[config.mk]
export PLATFORM = sky130hd
export DESIGN_NAME = tsc_top
export DESIGN_NICKNAME = d
export VERILOG_FILES = /design/src/hdl/tsc_pkg.sv /design/src/hdl/tsc_mon_if.sv /design/src/hdl/tsc_edge_sync.sv /design/src/hdl/tsc_fail_mon.sv /design/src/hdl/tsc_top.sv
export VERILOG_INCLUDE_DIRS = /design/src /design/src/hdl
export SDC_FILE = /design/constraint.sdc
export NUM_CORES = 1
export LEC_CHECK = 0
export ABC_AREA = 1
export ABC_CLOCK_PERIOD_IN_PS = 2000
export BUFFER_PORTS_ARGS = -buffer_cell sky130_fd_sc_hd__buf_2
export CORE_MARGIN = 2
export CORE_UTILIZATION = 54
export CTS_BUF_LIST = sky130_fd_sc_hd__clkbuf_4 sky130_fd_sc_hd__clkbuf_8 sky130_fd_sc_hd__clkbuf_16
export DETAILED_ROUTE_END_ITERATION = 16
export PLACE_DENSITY_LB_ADDON = 0.15
export SLEW_MARGIN = 5
export SYNTH_ARGS = -nofsm -noshare
export SYNTH_HDL_FRONTEND = slang
export SYNTH_HIERARCHICAL = 1
export SYNTH_SLANG_ARGS = --single-unit
[constraint.sdc]
create_clock -name aclk -period 2 [get_ports aclk]
set_clock_uncertainty 0.2 [all_clocks]
set_input_delay 0.4 -clock aclk [delete_from_list [all_inputs] [get_ports aclk]]
set_output_delay 0.4 -clock aclk [all_outputs]
set_load 0.02 [all_outputs]
[src/hdl/tsc_params.svh]
// Offsets, field positions, reset values and counts of the start-up clock block
`ifndef TSC_PARAMS_SVH
`define TSC_PARAMS_SVH
`define TSC_A_CTRL 8'h00
`define TSC_A_CFG 8'h04
`define TSC_A_STAT 8'h08
`define TSC_A_CMD 8'h0C
`define TSC_B_CLKSEL 0
`define TSC_B_IOSTBL 2
`define TSC_B_SUSTAT 3
`define TSC_B_FSEL 4
`define TSC_B_MODE 0
`define TSC_B_SWOVR 3
`define TSC_B_MONEN 4
`define TSC_B_PWRTN 5
`define TSC_B_FLAG 0
`define TSC_B_IRQEN 1
`define TSC_B_FSAFE 2
`define TSC_B_WHOLD 3
`define TSC_B_FSM 8
`define TSC_B_SLEEP 0
`define TSC_B_WAKE 1
`define TSC_RST_CFG 6'h19
`define TSC_RST_CLKSEL 2'h0
`define TSC_RST_FSEL 3'h0
`define TSC_SEL_PRI 2'h0
`define TSC_SEL_SEC 2'h1
`define TSC_SEL_FAIL 2'h2
`define TSC_M_LPX 3'h0
`define TSC_M_MIDX 3'h1
`define TSC_M_HSX 3'h2
`define TSC_M_EXTCLK 3'h3
`define TSC_M_EXTRES 3'h4
`define TSC_M_INTRES 3'h5
`define TSC_STARTUP_CYC 1024
`define TSC_HOLD_EDG 8
`define TSC_MON_DIV 64
`define TSC_OKAY 2'h0
`define TSC_SLVERR 2'h2
`endif

[src/hdl/tsc_pkg.sv]
// Types of the start-up clock block
package tsc_pkg;
   typedef enum logic [5:0] {
      ST_PWRT = 6'h01,
      ST_STARTUP = 6'h02,
      ST_WAIT_IRC = 6'h04,
      ST_HOLD = 6'h08,
      ST_RUN = 6'h10,
      ST_SLEEP = 6'h20
   } tsc_fsm_t;
   typedef enum logic [2:0] {
      SRC_PRIMARY = 3'h0,
      SRC_SECONDARY = 3'h1,
      SRC_IRC = 3'h2,
      SRC_IOSC = 3'h3,
      SRC_LOW = 3'h4
   } tsc_src_t;
endpackage : tsc_pkg

[src/hdl/tsc_mon_if.sv]
// Signals between control and fail-safe monitor
`timescale 1ns/1ps
`default_nettype none
interface tsc_mon_if;
   logic irc_rise;
   logic clk_fall;
   logic enable;
   logic fail;
   modport mon (input irc_rise, input clk_fall, input enable, output fail);
   modport ctl (output irc_rise, output clk_fall, output enable, input fail);
endinterface : tsc_mon_if
`default_nettype wire

[src/hdl/tsc_edge_sync.sv]
// Two-flop pin synchroniser with edge detect
`timescale 1ns/1ps
`default_nettype none
module tsc_edge_sync #(
   parameter int W = 4
) (
   input wire logic aclk,
   input wire logic aresetn,
   input wire logic [W-1:0] pin_in,
   output logic [W-1:0] level,
   output logic [W-1:0] rise,
   output logic [W-1:0] fall
);
   typedef struct packed {
      logic [W-1:0] s1;
      logic [W-1:0] s2;
      logic [W-1:0] s3;
   } tsc_sync_st_t;
   tsc_sync_st_t st_reg;
   tsc_sync_st_t st_next;
   if (W < 1) begin : g_bad
      $error("tsc_edge_sync width below one");
   end
   always_comb begin
      st_next.s1 = pin_in;
      st_next.s2 = st_reg.s1;
      st_next.s3 = st_reg.s2;
   end
   always_ff @(posedge aclk) begin
      if (!aresetn) begin
         st_reg <= '0;
      end else begin
         st_reg <= st_next;
      end
   end
   assign level = st_reg.s2;
   assign rise = st_reg.s2 & ~st_reg.s3;
   assign fall = ~st_reg.s2 & st_reg.s3;
endmodule : tsc_edge_sync
`default_nettype wire

[src/hdl/tsc_fail_mon.sv]
// Fail-safe monitor: divided sample clock and monitor latch
`timescale 1ns/1ps
`default_nettype none
`include "tsc_params.svh"
module tsc_fail_mon #(
   parameter int DIV = `TSC_MON_DIV
) (
   input wire logic aclk,
   input wire logic aresetn,
   tsc_mon_if.mon mon
);
   localparam int CW = $clog2(DIV);
   typedef struct packed {
      logic [CW-1:0] div;
      logic latch;
      logic fail;
   } tsc_mon_st_t;
   tsc_mon_st_t st_reg;
   tsc_mon_st_t st_next;
   if (DIV < 4 || (DIV & (DIV - 1)) != 0) begin : g_bad
      $error("tsc_fail_mon divider must be a power of two");
   end
   always_comb begin
      st_next = st_reg;
      st_next.fail = 1'b0;
      if (!mon.enable) begin
         st_next.div = '0;
         st_next.latch = 1'b1;
      end else if (mon.irc_rise) begin
         st_next.div = st_reg.div + 1'b1;
         if (st_reg.div == CW'(DIV / 2 - 1)) begin
            st_next.latch = 1'b0;
         end
         if (st_reg.div == CW'(DIV - 1) && !st_reg.latch && !mon.clk_fall) begin
            st_next.fail = 1'b1;
         end
      end
      if (mon.enable && mon.clk_fall) begin
         st_next.latch = 1'b1;
      end
   end
   always_ff @(posedge aclk) begin
      if (!aresetn) begin
         st_reg <= '0;
      end else begin
         st_reg <= st_next;
      end
   end
   assign mon.fail = st_reg.fail;
endmodule : tsc_fail_mon
`default_nettype wire

[src/hdl/tsc_top.sv]
// Two-speed start-up and fail-safe clock control with AXI4-Lite registers
// Operation
// - With switchover enabled, run from internal RC until primary is stable.
// - Start on internal RC after power-up timer, wake, or any reset.
// - Every reset sets clock select to 00, primary oscillator.
// - Every reset clears frequency select, giving 31.25 kHz; software may raise.
// - Two-speed start-up only for the three crystal or resonator modes.
// - Nonzero frequency select uses oscillator output; stable bit clear until stable.
// - Count 1024 primary cycles, wait RC fall, set status, hold eight edges.
// - Clock select writes accepted before the start-up count ends.
// - Sleep during start-up aborts it and leaves status clear.
// - Monitor works only while its enable bit is set.
// - On failure set flag and move clock to internal oscillator.
// - Reset, sleep or control register write ends fail-safe.
// - Sample clock is internal RC divided by sixty-four.
// - Sample rise clears latch, clock fall sets; clear at sample fall fails.
// - Reset in fail-safe with crystal stays internal until count completes.
// - Monitor enable also enables two-speed start-up.
// - Reset in fail-safe with external source returns to it at once; reset reloads crystal mode 1, so the count runs first.
// - After fail-safe ends, keep monitoring; secondary failure switches and flags.
// - Failure forces clock select to 10 and clears the watchdog.
// - External or internal RC primary modes monitor at once.
// - No failure flagged during crystal start-up count.
// - Software clock switch releases the shared counter to the watchdog.
// - Watchdog held in reset while the start-up count runs.
//
// Added by the designer: the register offsets and the AXI4-Lite register port.
`timescale 1ns/1ps
`default_nettype none
`include "tsc_params.svh"
module tsc_top #(
   parameter int AW = 8,
   parameter int STARTUP_CYC = `TSC_STARTUP_CYC,
   parameter int HOLD_EDG = `TSC_HOLD_EDG,
   parameter int MON_DIV = `TSC_MON_DIV
) (
   input wire logic aclk,
   input wire logic aresetn,
   input wire logic [AW-1:0] s_axi_awaddr,
   input wire logic [2:0] s_axi_awprot,
   input wire logic s_axi_awvalid,
   output logic s_axi_awready,
   input wire logic [31:0] s_axi_wdata,
   input wire logic [3:0] s_axi_wstrb,
   input wire logic s_axi_wvalid,
   output logic s_axi_wready,
   output logic [1:0] s_axi_bresp,
   output logic s_axi_bvalid,
   input wire logic s_axi_bready,
   input wire logic [AW-1:0] s_axi_araddr,
   input wire logic [2:0] s_axi_arprot,
   input wire logic s_axi_arvalid,
   output logic s_axi_arready,
   output logic [31:0] s_axi_rdata,
   output logic [1:0] s_axi_rresp,
   output logic s_axi_rvalid,
   input wire logic s_axi_rready,
   input wire logic irc_clk_pin,
   input wire logic pri_clk_pin,
   input wire logic sec_clk_pin,
   input wire logic iosc_ready_pin,
   input wire logic pwrt_done,
   output logic [2:0] sys_clk_src,
   output logic exec_en,
   output logic wdt_hold,
   output logic wdt_clear,
   output logic osc_fail_irq
);
   localparam int CNTW = $clog2(STARTUP_CYC + HOLD_EDG);
   typedef struct packed {
      tsc_pkg::tsc_fsm_t fsm;
      logic [CNTW-1:0] cnt;
      logic [1:0] clk_sel;
      logic [2:0] fsel;
      logic su_stat;
      logic [5:0] cfg;
      logic flag;
      logic irq_en;
      logic fail_safe;
      logic wdt_hold;
      logic wdt_clear;
      tsc_pkg::tsc_src_t src;
      logic exec_en;
      logic irq;
      logic aw_full;
      logic [AW-1:0] awaddr;
      logic w_full;
      logic [7:0] wdata;
      logic wstrb0;
      logic bvalid;
      logic [1:0] bresp;
      logic rvalid;
      logic [31:0] rdata;
      logic [1:0] rresp;
   } tsc_top_st_t;
   tsc_top_st_t r;
   tsc_top_st_t n;
   logic [3:0] sync_lvl;
   logic [3:0] sync_rise;
   logic [3:0] sync_fall;
   logic [3:0] wsel;
   logic [3:0] rsel;
   logic [31:0] rd;
   logic wr_go;
   logic wen;
   logic wr_ctrl;
   logic sw_switch;
   logic sleep_cmd;
   logic wake_cmd;
   logic start;
   logic crystal;
   logic ts_en;
   logic fail_ev;
   tsc_pkg::tsc_src_t int_src;
   tsc_mon_if mon_if ();

   if (AW < 4 || STARTUP_CYC < 2 || HOLD_EDG < 1) begin : g_bad
      $error("tsc_top parameters out of range");
   end

   // One-hot register select, zero when unmapped
   function automatic logic [3:0] tsc_dec(input logic [AW-1:0] a);
      logic [AW-1:0] w;
      w = {a[AW-1:2], 2'b00};
      tsc_dec = '0;
      if (w == AW'(`TSC_A_CTRL)) tsc_dec[0] = 1'b1;
      if (w == AW'(`TSC_A_CFG)) tsc_dec[1] = 1'b1;
      if (w == AW'(`TSC_A_STAT)) tsc_dec[2] = 1'b1;
      if (w == AW'(`TSC_A_CMD)) tsc_dec[3] = 1'b1;
   endfunction : tsc_dec

   function automatic logic tsc_is_crystal(input logic [2:0] m);
      tsc_is_crystal = (m == `TSC_M_LPX) || (m == `TSC_M_MIDX) || (m == `TSC_M_HSX);
   endfunction : tsc_is_crystal

   tsc_edge_sync #(
      .W(4)
   ) u_sync (
      .aclk(aclk),
      .aresetn(aresetn),
      .pin_in({iosc_ready_pin, sec_clk_pin, pri_clk_pin, irc_clk_pin}),
      .level(sync_lvl),
      .rise(sync_rise),
      .fall(sync_fall)
   );

   tsc_fail_mon #(
      .DIV(MON_DIV)
   ) u_mon (
      .aclk(aclk),
      .aresetn(aresetn),
      .mon(mon_if.mon)
   );

   assign mon_if.enable = r.cfg[`TSC_B_MONEN] && (r.fsm == tsc_pkg::ST_RUN)
      && !r.fail_safe
      && (r.src == tsc_pkg::SRC_PRIMARY || r.src == tsc_pkg::SRC_SECONDARY);
   assign mon_if.clk_fall = (r.src == tsc_pkg::SRC_SECONDARY) ? sync_fall[2] : sync_fall[1];
   assign mon_if.irc_rise = sync_rise[0];
   assign fail_ev = mon_if.fail && mon_if.enable;

   assign s_axi_awready = !r.aw_full && !r.bvalid;
   assign s_axi_wready = !r.w_full && !r.bvalid;
   assign s_axi_arready = !r.rvalid;

   always_comb begin
      n = r;
      start = 1'b0;
      crystal = tsc_is_crystal(r.cfg[`TSC_B_MODE +: 3]);
      ts_en = r.cfg[`TSC_B_SWOVR] || r.cfg[`TSC_B_MONEN];
      // Write address and data in either order
      if (s_axi_awvalid && s_axi_awready) begin
         n.aw_full = 1'b1;
         n.awaddr = s_axi_awaddr;
      end
      if (s_axi_wvalid && s_axi_wready) begin
         n.w_full = 1'b1;
         n.wdata = s_axi_wdata[7:0];
         n.wstrb0 = s_axi_wstrb[0];
      end
      if (r.bvalid && s_axi_bready) begin
         n.bvalid = 1'b0;
      end
      wr_go = r.aw_full && r.w_full && !r.bvalid;
      wsel = tsc_dec(r.awaddr);
      if (wr_go) begin
         n.aw_full = 1'b0;
         n.w_full = 1'b0;
         n.bvalid = 1'b1;
         n.bresp = (wsel == 4'h0) ? `TSC_SLVERR : `TSC_OKAY;
      end
      wen = wr_go && r.wstrb0;
      wr_ctrl = wen && wsel[0];
      sleep_cmd = wen && wsel[3] && r.wdata[`TSC_B_SLEEP];
      wake_cmd = wen && wsel[3] && r.wdata[`TSC_B_WAKE];
      sw_switch = wr_ctrl && (r.wdata[`TSC_B_CLKSEL +: 2] != `TSC_SEL_PRI);
      // Read path
      rsel = tsc_dec(s_axi_araddr);
      rd = '0;
      if (rsel[0]) begin
         rd[`TSC_B_CLKSEL +: 2] = r.clk_sel;
         rd[`TSC_B_IOSTBL] = (r.fsel != 3'h0) && sync_lvl[3];
         rd[`TSC_B_SUSTAT] = r.su_stat;
         rd[`TSC_B_FSEL +: 3] = r.fsel;
      end
      if (rsel[1]) begin
         rd[5:0] = r.cfg;
      end
      if (rsel[2]) begin
         rd[`TSC_B_FLAG] = r.flag;
         rd[`TSC_B_IRQEN] = r.irq_en;
         rd[`TSC_B_FSAFE] = r.fail_safe;
         rd[`TSC_B_WHOLD] = r.wdt_hold;
         rd[`TSC_B_FSM +: 6] = r.fsm;
      end
      if (r.rvalid && s_axi_rready) begin
         n.rvalid = 1'b0;
      end
      if (s_axi_arvalid && !r.rvalid) begin
         n.rvalid = 1'b1;
         n.rdata = rd;
         n.rresp = (rsel == 4'h0) ? `TSC_SLVERR : `TSC_OKAY;
      end
      // Register writes
      if (wr_ctrl) begin
         n.clk_sel = r.wdata[`TSC_B_CLKSEL +: 2];
         n.fsel = r.wdata[`TSC_B_FSEL +: 3];
         n.fail_safe = 1'b0;
      end
      if (wen && wsel[1]) begin
         n.cfg = r.wdata[5:0];
      end
      if (wen && wsel[2]) begin
         if (r.wdata[`TSC_B_FLAG]) begin
            n.flag = 1'b0;
         end
         n.irq_en = r.wdata[`TSC_B_IRQEN];
      end
      n.wdt_clear = 1'b0;
      case (r.fsm)
         tsc_pkg::ST_PWRT: begin
            if (r.cfg[`TSC_B_PWRTN] || pwrt_done) begin
               start = 1'b1;
            end
         end
         tsc_pkg::ST_STARTUP: begin
            if (sw_switch) begin
               n.fsm = tsc_pkg::ST_RUN;
            end else if (sync_fall[1]) begin
               if (r.cnt == CNTW'(STARTUP_CYC - 1)) begin
                  n.fsm = tsc_pkg::ST_WAIT_IRC;
               end else begin
                  n.cnt = r.cnt + 1'b1;
               end
            end
         end
         tsc_pkg::ST_WAIT_IRC: begin
            if (sw_switch) begin
               n.fsm = tsc_pkg::ST_RUN;
            end else if (sync_fall[0]) begin
               n.su_stat = 1'b1;
               n.cnt = '0;
               n.fsm = tsc_pkg::ST_HOLD;
            end
         end
         tsc_pkg::ST_HOLD: begin
            if (sync_fall[1]) begin
               if (r.cnt == CNTW'(HOLD_EDG - 1)) begin
                  n.fsm = tsc_pkg::ST_RUN;
               end else begin
                  n.cnt = r.cnt + 1'b1;
               end
            end
         end
         tsc_pkg::ST_RUN: begin
            // Retry a crystal that is not engaged
            if (wr_ctrl && !sw_switch && crystal && !r.su_stat) begin
               start = 1'b1;
            end
         end
         tsc_pkg::ST_SLEEP: begin
            if (wake_cmd) begin
               start = 1'b1;
            end
         end
         default: begin
            n.fsm = tsc_pkg::ST_PWRT;
         end
      endcase
      if (start) begin
         n.cnt = '0;
         n.su_stat = !crystal;
         n.fsm = crystal ? tsc_pkg::ST_STARTUP : tsc_pkg::ST_RUN;
      end
      if (sleep_cmd && r.fsm != tsc_pkg::ST_SLEEP) begin
         n.fsm = tsc_pkg::ST_SLEEP;
         n.su_stat = 1'b0;
         n.fail_safe = 1'b0;
      end
      if (fail_ev) begin
         n.fail_safe = 1'b1;
         n.clk_sel = `TSC_SEL_FAIL;
         n.flag = 1'b1;
         n.wdt_clear = 1'b1;
      end
      int_src = (n.fsel != 3'h0) ? tsc_pkg::SRC_IOSC : tsc_pkg::SRC_IRC;
      n.wdt_hold = (n.fsm == tsc_pkg::ST_STARTUP);
      n.exec_en = 1'b0;
      n.src = tsc_pkg::SRC_LOW;
      case (n.fsm)
         tsc_pkg::ST_PWRT: begin
            n.src = int_src;
         end
         tsc_pkg::ST_STARTUP, tsc_pkg::ST_WAIT_IRC: begin
            if (ts_en) begin
               n.src = int_src;
               n.exec_en = 1'b1;
            end
         end
         tsc_pkg::ST_RUN: begin
            n.exec_en = 1'b1;
            case (n.clk_sel)
               `TSC_SEL_PRI: n.src = tsc_pkg::SRC_PRIMARY;
               `TSC_SEL_SEC: n.src = tsc_pkg::SRC_SECONDARY;
               default: n.src = int_src;
            endcase
            if (n.fail_safe) begin
               n.src = int_src;
            end
         end
         default: begin
            n.src = tsc_pkg::SRC_LOW;
         end
      endcase
      n.irq = n.flag && n.irq_en;
   end

   always_ff @(posedge aclk) begin
      if (!aresetn) begin
         r <= '0;
         r.fsm <= tsc_pkg::ST_PWRT;
         r.src <= tsc_pkg::SRC_IRC;
         r.cfg <= `TSC_RST_CFG;
         r.clk_sel <= `TSC_RST_CLKSEL;
         r.fsel <= `TSC_RST_FSEL;
      end else begin
         r <= n;
      end
   end

   assign s_axi_bvalid = r.bvalid;
   assign s_axi_bresp = r.bresp;
   assign s_axi_rvalid = r.rvalid;
   assign s_axi_rdata = r.rdata;
   assign s_axi_rresp = r.rresp;
   assign sys_clk_src = r.src;
   assign exec_en = r.exec_en;
   assign wdt_hold = r.wdt_hold;
   assign wdt_clear = r.wdt_clear;
   assign osc_fail_irq = r.irq;
endmodule : tsc_top
`default_nettype wire

## After elaboration in Yosys (flattened, before gate mapping)

Cells that the tools add are included.

| word-level totals | value |
|---|---|
| register bits after elaboration | 95 |
| latch bits | 0 |
| memory bits (writable) | 0 |
| memory bits (read-only) | 0 |
| input bits | 70 |
| logic and storage cells | 205 |
| memories | 0 |

| operators by class | value |
|---|---|
| add/subtract/negate cells | 2 |
| multipliers | 0 |
| divide/modulo/power cells | 0 |
| $lt $le $gt $ge | 0 |
| eq/ne operators | 35 |
| shift operators | 0 |
| mux-type cells | 63 |
| bitwise operators | 5 |
| reductions and logical operators | 70 |

Operators by type and width:

| cell | number |
|---|---|
| 17-bit 2-to-1 mux | 4 |
| 11-bit 2-to-1 mux | 4 |
| 6-bit 2-to-1 mux | 7 |
| 6-bit by 2-bit equality test with 1-bit output (second input constant) | 6 |
| 35-bit 2-to-1 mux | 1 |
| 11-bit case mux with 3 select lines | 1 |
| 1-bit logical AND | 30 |
| 1-bit 2-to-1 mux | 29 |
| 6-bit by 1-bit equality test with 1-bit output (second input constant) | 4 |
| 6-bit case mux with 4 select lines | 1 |
| 6-bit by 5-bit equality test with 1-bit output (second input constant) | 3 |
| 2-bit != test (second input constant) | 7 |
| 6-bit by 3-bit equality test with 1-bit output (second input constant) | 2 |
| 6-bit equality test (second input constant) | 2 |
| 6-bit zero test | 2 |
| 2-bit 2-to-1 mux | 6 |
| 11-bit by 1-bit adder with 11-bit output (second input constant) | 1 |
| 11-bit by 10-bit equality test with 1-bit output (second input constant) | 1 |
| 11-bit by 3-bit equality test with 1-bit output (second input constant) | 1 |
| 1-bit zero test | 10 |
| 5-bit 2-to-1 mux | 2 |
| 2-bit nonzero test | 5 |
| 3-bit case mux with 3 select lines | 1 |
| 3-bit nonzero test | 3 |
| 28 further kinds | 42 |

## Longest topological paths before layout

Gate-level depths: netlist (run 1).

| depth | value |
|---|---|
| depth in word-level cells | 16 |
| depth in mapped cells | 15 |
| depth with buffers taken out | 15 |

## Hierarchy

Netlist (run 1), hierarchy kept.

Modules (own cells, without submodules):

| module | times used | cells an instance | area each (um^2) | seq. area each (um^2) |
|---|---|---|---|---|
| tsc_top | 1 | 564 | 3967.6 | 1441.4 |
| tsc_edge_sync | 1 | 57 | 431.7 | 240.2 |
| tsc_fail_mon | 1 | 48 | 356.6 | 160.2 |

## Worst setup path before layout (run 1)

No wires, ideal clock.

| timing path | value |
|---|---|
| path kind | register -> register |
| start | register r (netlist bit s_axi_bvalid) |
| end | register r[84] (netlist bit) |
| setup time | 0.120 ns |
| arrival time | 1.560 ns |
| data required time | 1.680 ns |
| path slack | 0.120 ns |
| cell stages (with the launch flop) | 11 |
| clock period less this slack | 1.880 ns |
| cell sequence | dfxtp_1 -> inv_1 -> nand4_4 -> nor2_8 -> nand2_4 -> nor2_2 -> nor3_2 -> nand2_4 -> buf_6 -> nor4_4 -> nor2_1 |

| between the ends | value |
|---|---|
| word-level cells in the longest chain between the ends | 12 |
| elaborated cells on any way between the ends | 18 |

Ends and longest elaborated chain:

| what | line | source |
|---|---|---|
| start, declared | tsc_top.sv:96 | `tsc_top_st_t r;` |
| start signal, assigned | tsc_top.sv:347 | `r <= n;` |
| 1-bit zero test * | tsc_top.sv:184 | `wr_go = r.aw_full && r.w_full && !r.bvalid;` |
| 1-bit logical AND * | tsc_top.sv:184 |  |
| 1-bit logical AND * | tsc_top.sv:192 | `wen = wr_go && r.wstrb0;` |
| 1-bit logical AND | tsc_top.sv:193 | `wr_ctrl = wen && wsel[0];` |
| 1-bit logical AND | tsc_top.sv:196 | `` sw_switch = wr_ctrl && (r.wdata[`TSC_B_CLKSEL +: 2] != `TSC_SEL_PRI); `` |
| 1-bit zero test | tsc_top.sv:277 | `if (wr_ctrl && !sw_switch && crystal && !r.su_stat) begin` |
| 1-bit logical AND (3 in series) | tsc_top.sv:277 |  |
| 1-bit 2-to-1 mux | tsc_top.sv:277 |  |
| 1-bit case mux with 3 select lines | tsc_top.sv:240 | `case (r.fsm)` |
| 2-bit OR reduction (no line) | n/a |  |

Mark *: on every way between the ends. The rest lies on a longest branch, timed or not.
A chain may end at the register's enable or synchronous reset.

## Final worst setup path (run 1)

| timing path | value |
|---|---|
| start | register r[92] (netlist bit) |
| end | register r[84] (netlist bit) |

| between the ends | value |
|---|---|
| word-level cells in the longest chain between the ends | 3 |
| elaborated cells on any way between the ends | 18 |

Ends and longest elaborated chain:

| what | line |
|---|---|
| 6-bit by 4-bit equality test with 1-bit output (tied with other cells) | tsc_top.sv:240 |
| 2-bit != test (no line) (tied with other cells) | n/a |
| 8-bit AND reduction (no line) or 2-bit OR reduction (tied branches) | n/a |

Parallel ways exist; a longest one is shown, timed or not.

==> flow_summary.yaml, run 1 <==
setup_path:
  worst_path_largest_cell_delay_ns: 0.38
  critical_path_class: "flop to flop"
  reg2reg_to: "r[84]$_SDFFE_PP0P_"
  worst-path-max-fanout: 9
  end_kind: "flop"
  startpoint_type: "flop"
  slowest_stage: "dfxtp_4"
  r2r_setup_slack_ns: 0.03
  required_ns: 2.07
  crit_chain: "nor2_4 > nand4_1 > buf_4 > o21ai_2 > nor2_2 > nand2_4 > inv_6 > nand2_2 > nand2_1 > nand3_1 > nor2_1"
  worst_r2r_startpoint: "r[92]$_SDFF_PN0_"
  cp.arrival_ns: 2.04
  r2r_cells: 11
synth:
  syn_inst: 655
  synth_area_per_cell_um2: 7.14
  ys.warnings.count: 6
  syn_area_mm2: 0.00468
floorplan:
  coreArea_mm2: 0.00830
  pin_count: 118
  fp-row-count: 33
  die_w_um: 97.1
  die_area_mm2: 0.00942
  die_h_um: 97.1
  start_util_pct: 56.3
placement:
  place_area_mm2: 0.00507
  placedCellCount: 821
  dp_hpwl_um: 7780
  gp_congestion: 0.921
  place_ws_ns: -0.0274
  port_buffers: 58
global_route:
  grt-busiest-layer: "met2"
  grt_max_degree: 30
  grt.met3_usage_pct: 2.66
  grt_antenna_before_repair: 0
  gr-total-overflow: 0
  grt_pass1_wl_um: 17800
  grt_use_total_pct: 22.4
  gr-usage-met1_pct: 29.7
  use_met2_pct: 38.2
  first_global_vias: 3944
sta:
  slew_viol_final: 0
  fin_crit_ns: 1.97
  rsz0062_at_grt: "true"
  fin_crit_sh_pct: 98.5
  worst_slack_ns: 0.0304
  hold_violations: 0
  max_freq_ghz: 0.508
  setup_violations: 0
route:
  drt_wl_total_um: 10900
  drtAntennaViolNets: 0
  vias: 4256
  drt-vias-per-instance: 5.01
  dr.pass1.iters: 4
  drc_errors: 0
  drt-initial-drc-count: 142
  post_drt_wl_per_cell_um: 12.8
cts:
  clkSinkCount: 91
  cts_tree: "done"
  clkLatencyLatePin_ns: 0.37
  clock_path_buffers: 2
  cts_max_level: 3
  numCtsBuffers: 9
  cts-root-buf: "clkbuf_8"
  cts.clk_slew.worst_paths_ns: 0.09
  holdBufCountCts: 0
finish:
  synthToLayoutAreaGrowth_pct: 20.0
  drive_gt1_share_pct: 29.8
  fin_cells: 849
  fin_util_pct: 67.6
  fillers: 739
  largest_reg_flops: 48
  design_area_mm2: 0.00561
  n_antenna_cell: 0
  nets: 811
flow_run:
  max_cap_violations: 0
power:
  powerDensity_mw_per_mm2: 721
  leakage_nw: 2.65
  ir_drop_v: 0.000348
hold_path:
  hold_start: "sec_clk_pin"
  holdCritPathClass: "primary input to flop"
  hold_depth: 3
  holdPathEnd: "u_sync/st_next[6]$_SDFF_PN0_"
status:
  status: "complete, no violations"
-- through the flow --
stage | total power, mW | setup TNS, ns | hold slack, ns
global route | 4.20 | -1.06 | 0.0107
floorplan | 2.40 | 0 | 0.186
global placement | 2.50 | -0.00596 | 0.197
finish | 4.05 | 0 | 0.0126
CTS | 4.01 | 0 | 0.00952
detailed placement | 2.51 | -0.0497 | 0.199
-- worst max-delay path by stage --
stage / slack [ns] / end / from / depth (start not counted)
2_1_floorplan: 0.12 / r[84]$_SDFFE_PP0P_ / s_axi_bvalid$_SDFFE_PN0P_ / 10
3_3_place_gp: -0.006 / sys_clk_src[2]$_SDFF_PN0_ / r[79]$_SDFFE_PP0P_ / 13
3_5_place_dp: -0.03 / u_mon/st_reg[2]$_SDFFE_PN0P_ / r[92]$_SDFF_PN0_ / 9
4_1_cts: 0.008 / sys_clk_src[1]$_SDFF_PN1_ / r[80]$_SDFFE_PP0P_ / 10
5_1_grt: -0.10 / r[84]$_SDFFE_PP0P_ / r[92]$_SDFF_PN0_ / 11
6_report: 0.03 / r[84]$_SDFFE_PP0P_ / r[92]$_SDFF_PN0_ / 11
-- metal layers --
layer,wire length [um],up-vias
met5,0,-
met4,124,0
met3,449,13
met1,5060,1955
li1,-,2201
met2,5270,87
-- timing repair --
action	in CTS	in global routing
resized for setup	5	55
setup buffers	2	10
pin swaps	3	24
endpoints found under the setup margin	7	20
-- power breakdown --
part	internal, mW	switching [mW]
Sequential	1.89	0.0594
Clock	0.847	0.677
Combinational	0.197	0.372
-- worst max-delay path: cells and delay by family, from the launching register on --
kind / cells / cell delay, ns
flops: 1 / 0.38
simple gates: 8 / 0.84
buf+inv: 2 / 0.30
compound gates: 1 / 0.15
-- cell type report --
class / instances / area (um^2) / area share [%]
multi-input cells: 445 / 2410 / 42.9
flip-flops and latches: 91 / 1840 / 32.8
repair buffers: 105 / 654 / 11.7
inverters: 87 / 335 / 5.98
clock buffers: 10 / 131 / 2.34
well taps: 105 / 131 / 2.34
clock inverters: 6 / 111 / 1.98
-- layout by cell type, fill, tap and decap left out, types with 6 or more instances in the layout --
cell        n
a21oi_1    38
a21oi_2     6
buf_2      58
buf_4      44
clkbuf_8    9
conb_1     21
dfxtp_1    78
dfxtp_2    12
inv_1      78
nand2_1   111
nand2_2    19
nand3_1    32
nor2_1     87
nor2_2     10
nor2_4     13
nor3_1      8
o21ai_0    38
No activity file was read; power rests on OpenSTA's default activity.
==> run 2, diff against run 1 <==
PLACE_DENSITY = 0.82   (was default)
PLACE_DENSITY_LB_ADDON = default   (was 0.15)
SLEW_MARGIN = 20   (was 5)
==> flow_summary.yaml, run 2 (synthesis results as in run 1) <==
floorplan:
  coreArea_mm2: 0.00830
  die_w_um: 97.1
  start_util_pct: 56.3
  fp-row-count: 33
  die_h_um: 97.1
  die_area_mm2: 0.00942
  pin_count: 118
power:
  powerDensity_mw_per_mm2: 649
  ir_drop_v: 0.000494
  leakage_nw: 2.61
cts:
  clock_path_buffers: 2
  cts_tree: "done"
  clkLatencyLatePin_ns: 0.36
  cts.clk_slew.worst_paths_ns: 0.09
  clkSinkCount: 91
  cts-root-buf: "clkbuf_8"
  numCtsBuffers: 9
  holdBufCountCts: 0
  cts_max_level: 3
setup_path:
  worst_r2r_startpoint: "r[80]$_SDFFE_PP0P_"
  critical_path_class: "flop to flop"
  cp.arrival_ns: 2.12
  worst-path-max-fanout: 4
  end_kind: "flop"
  startpoint: "r[80]$_SDFFE_PP0P_"
  required_ns: 2.09
  startpoint_type: "flop"
  r2r_cells: 13
hold_path:
  hold_depth: 3
  hold_start: "pri_clk_pin"
  holdCritPathClass: "primary input to flop"
finish:
  final_cell_mix: "111 x nand2_1, 88 x nor2_1, 77 x inv_1, 77 x dfxtp_1, 58 x buf_2"
  drive_gt1_share_pct: 29.4
  n_antenna_cell: 0
  largest_reg_flops: 48
  fillers: 676
  fin_cells: 847
  synthToLayoutAreaGrowth_pct: 18.8
  multi_input_area_mm2: 0.00242
  nets: 810
  final_common_cell: "nand2_1"
  register_area_mm2: 0.00184
sta:
  max_freq_ghz: 0.494
  fin_crit_ns: 2.03
  fin_crit_sh_pct: 101
  worst_slack_ns: -0.0263
  setup_violations: 3
  rsz0062_at_grt: "true"
  slew_viol_final: 0
  hold_violations: 0
  whs_ns: 0.0216
route:
  drt_wl_total_um: 11000
  post_drt_wl_per_cell_um: 13.0
  dr.pass1.iters: 6
  vias: 4357
  drc_errors: 0
  drtAntennaViolNets: 0
  drt-initial-drc-count: 317
  drt-vias-per-instance: 5.14
status:
  status: "finished, violations left"
  failed_checks: "setup timing"
global_route:
  first_global_vias: 3973
  grt_max_degree: 46
  grt.met3_usage_pct: 5.54
  grt_pass1_wl_um: 17200
  use_met2_pct: 37.8
  grt-busiest-layer: "met2"
  gr-total-overflow: 0
  gr-usage-met1_pct: 26.9
  grt_antenna_before_repair: 0
  grt_use_total_pct: 21.8
placement:
  placedCellCount: 815
  port_buffers: 58
  dp_hpwl_um: 7750
  gp_congestion: 0.906
flow_run:
  max_cap_violations: 0
==> run 2: cell types whose count changed in the layout (fill, tap and decap cells not counted), sizes merged <==
cell      delta
buf          -3
bufinv       -3
clkinv       +2
clkbuf       -1
clkinvlp     +1
inv          +1
nand2        +1
==> run 2: worst max-delay path: stages (launching register included) <==
cell	delay [ns]
dfxtp_2	0.36
ha_4	0.17
nand2_4	0.06
nor2_4	0.13
nand4_1	0.23
nand2_1	0.15
nand2_1	0.06
nand2_1	0.07
nand2_1	0.06
nand2_1	0.08
nand2_2	0.08
nand2_2	0.10
nand3_1	0.09
a21oi_2	0.13
==> run 2: through the flow <==
step	TNS, ns	setup WS, ns	total power [mW]	area, um^2	util [%]
global route	-0.867	-0.113	3.77	5560	66.9
global placement	0	0.0457	2.48	5030	60.6
floorplan	0	0.120	2.40	4750	-
CTS	0	0.00326	3.57	5200	62.7
finish	-0.0519	-0.0263	3.61	5560	66.9
detailed placement	-0.0185	-0.0185	2.50	5030	60.6
==> run 2: final timing paths <==
path | slack, ns | to
hold reg to reg | 0.21 | u_sync/level[1]$_SDFF_PN0_
setup reg to reg | -0.03 | sys_clk_src[2]$_SDFF_PN0_
hold / removal | 0.02 | u_sync/st_next[5]$_SDFF_PN0_
setup / recovery | -0.03 | sys_clk_src[2]$_SDFF_PN0_
==> run 2: cell type report <==
class | count | share of cell area (%)
multi-input cells | 446 | 43.6
flip-flops and latches | 91 | 33.2
repair buffers | 102 | 11.5
inverters | 87 | 6.19
well taps | 105 | 2.36
clock buffers | 9 | 2.23
clock inverters | 6 | 0.766
repair inverters | 1 | 0.113
==> run 2: what timing repair did <==
action                                  4_1_cts  5_1_grt
gates cloned                                  0        2
pin swaps                                     2       18
resized for setup                             3       66
endpoints found under the hold margin         0        0
buffers inserted                              0       15
endpoints found under the setup margin        6       20
==> run 2: power by group <==
part / total [mW] / switching (mW) / internal (mW)
clock network: 1.10 / 0.650 / 0.446
logic: 0.555 / 0.368 / 0.187
registers: 1.95 / 0.0617 / 1.89
total: 3.61 / 1.08 / 2.53
==> run 2: metal layers <==
metal / vias to the layer above / part of all wire, %
met3: 25 / 5.7
met5: - / 0
met4: 0 / 2.5
met2: 164 / 50
met1: 1973 / 41
li1: 2195 / -
==> run 3, diff against run 2 <==
CORE_UTILIZATION = 50   (was 54)
PLACE_DENSITY = 0.77   (was 0.82)
==> flow_summary.yaml, run 3 (synthesis results as in run 1) <==
floorplan:
  die_area_mm2: 0.0101
  pin_count: 118
  die_w_um: 101
  fp-row-count: 35
  start_util_pct: 51.1
  coreArea_mm2: 0.00915
  die_h_um: 101
setup_path:
  r2r_setup_slack_ns: 0.04
  worst_r2r_startpoint: "r[80]$_SDFFE_PP0P_"
  crit_top_cell: "nand2_1"
  cp_top_family: "simple AND/OR/NAND/NOR gates"
  startpoint_type: "flop"
  required_ns: 2.07
  worst_path_largest_cell_delay_ns: 0.36
  worst-path-max-fanout: 4
  crit_chain: "ha_4 > nand2_4 > nor2_4 > nand4_1 > buf_4 > nand3_1 > nand2_1 > nand3_2 > nand2_4 > nand2_1 > nand3_1 > nand2_1 > inv_1"
  critical_path_class: "flop to flop"
  worst-path-buf-inv: 2
  r2r_cells: 13
  slowest_stage: "dfxtp_2"
  end_kind: "flop"
  cp.arrival_ns: 2.03
  reg2reg_to: "sys_clk_src[0]$_SDFF_PN0_"
finish:
  drive_gt1_share_pct: 29.2
  synthToLayoutAreaGrowth_pct: 16.8
  n_antenna_cell: 0
  fin_util_pct: 59.7
  fin_cells: 844
  nets: 801
  largest_reg_flops: 48
  design_area_mm2: 0.00546
  final_cell_mix: "108 x nand2_1, 87 x nor2_1, 77 x dfxtp_1"
  final_common_cell: "nand2_1"
cts:
  cts_tree: "done"
  clkLatencyLatePin_ns: 0.36
  cts_max_level: 3
  numCtsBuffers: 9
  cts.clk_slew.worst_paths_ns: 0.08
  clkSinkCount: 91
  clock_path_buffers: 2
  cts-root-buf: "clkbuf_8"
global_route:
  grt_max_degree: 33
  grt_antenna_before_repair: 0
  grt_use_total_pct: 21.5
  gr-total-overflow: 0
  first_global_vias: 3894
  grt_pass1_wl_um: 17600
sta:
  whs_ns: 0.0162
  fin_crit_ns: 1.96
  rsz0062_at_grt: "true"
  setup_violations: 0
  fin_crit_sh_pct: 98.2
  hold_violations: 0
  slew_viol_final: 0
  worst_slack_ns: 0.0361
  max_freq_ghz: 0.509
power:
  leakage_nw: 2.59
  pwr-share-clk_pct: 33.1
  p_sw_mw: 1.08
  powerDensity_mw_per_mm2: 684
  internal_power_mw: 2.65
  pwr-share-comb_pct: 14.5
  ir_drop_v: 0.000352
  netSwitchingFraction_pct: 29.0
  p_seq_share_pct: 52.4
route:
  drt-initial-drc-count: 230
  drt-vias-per-instance: 5.08
  drtAntennaViolNets: 0
  drt_wl_total_um: 10700
  post_drt_wl_per_cell_um: 12.6
  dr.pass1.iters: 5
  drc_errors: 0
  vias: 4288
hold_path:
  hold_start: "iosc_ready_pin"
  holdPathEnd: "u_sync/st_next[7]$_SDFF_PN0_"
  holdCritPathClass: "primary input to flop"
  hold_depth: 3
placement:
  placedCellCount: 819
  port_buffers: 58
  dp_hpwl_um: 7890
  gp_congestion: 0.908
  place_area_mm2: 0.00502
  place_ws_ns: 0.00293
flow_run:
  max_cap_violations: 0
status:
  status: "complete, no violations"
run 3: cell type report:
cell class                 count  area (um^2)
fill                         823         3690
inverter                      87          339
clock buffer                   9          124
tap                          111          139
timing repair buffer          95          568
clock inverter                 6         65.1
multi-input combinational    445         2390
sequential                    91         1840
run 3: worst max path at each step:
stage                               from                   endpoint  slack [ns]  cells past startpoint
3_5_place_dp          r[79]$_SDFFE_PP0P_         exec_en$_SDFF_PN0_       0.003                     11
5_1_grt                 r[95]$_SDFF_PN0_  sys_clk_src[0]$_SDFF_PN0_       -0.03                     13
3_3_place_gp          r[79]$_SDFFE_PP0P_  sys_clk_src[2]$_SDFF_PN0_        0.03                     13
4_1_cts               r[79]$_SDFFE_PP0P_  sys_clk_src[2]$_SDFF_PN0_      -0.005                     13
6_report              r[80]$_SDFFE_PP0P_  sys_clk_src[0]$_SDFF_PN0_        0.04                     13
2_1_floorplan  s_axi_bvalid$_SDFFE_PN0P_         r[84]$_SDFFE_PP0P_        0.12                     10
run 3: worst register-to-register path, stage by stage (launching register included):
cell and delay [ns]:
dfxtp_2 0.36, ha_4 0.16, nand2_4 0.06, nor2_4 0.13, nand4_1 0.17, buf_4 0.19
nand3_1 0.07, nand2_1 0.06, nand3_2 0.12, nand2_4 0.08, nand2_1 0.06, nand3_1 0.10
nand2_1 0.07, inv_1 0.04
run 3: routing by layer:
layer / vias to the layer above / track usage [%] / wire [um]
met3: 12 / 4.23 / 595
li1: 2172 / - / -
met4: 0 / 6.43 / 113
met2: 132 / 35.0 / 5230
met5: - / 0 / 0
met1: 1972 / 28.8 / 4730
run 3: repair_timing:
item / 4_1_cts / 5_1_grt
gates resized for setup: 3 / 58
setup buffers: 2 / 8
setup endpoints to repair: 3 / 22
pin swaps: 2 / 16
hold buffers: 0 / 0
run 3: per-stage QoR:
step	setup TNS, ns	total power, mW
final	0	3.74
after global routing	-0.181	3.90
after CTS	-0.00473	3.72
after detailed placement	0	2.49
after global placement	0	2.48
after floorplan	0	2.40
run 3: power by group through the flow:
stage          combinational (mW)  sequential [mW]  clock, mW
4_1_cts                     0.508             1.95       1.26
5_1_grt                     0.603             1.97       1.33
2_1_floorplan               0.417             1.99          0
3_5_place_dp                0.501             1.99          0
3_3_place_gp                0.490             1.99          0
6_report                    0.541             1.96       1.24
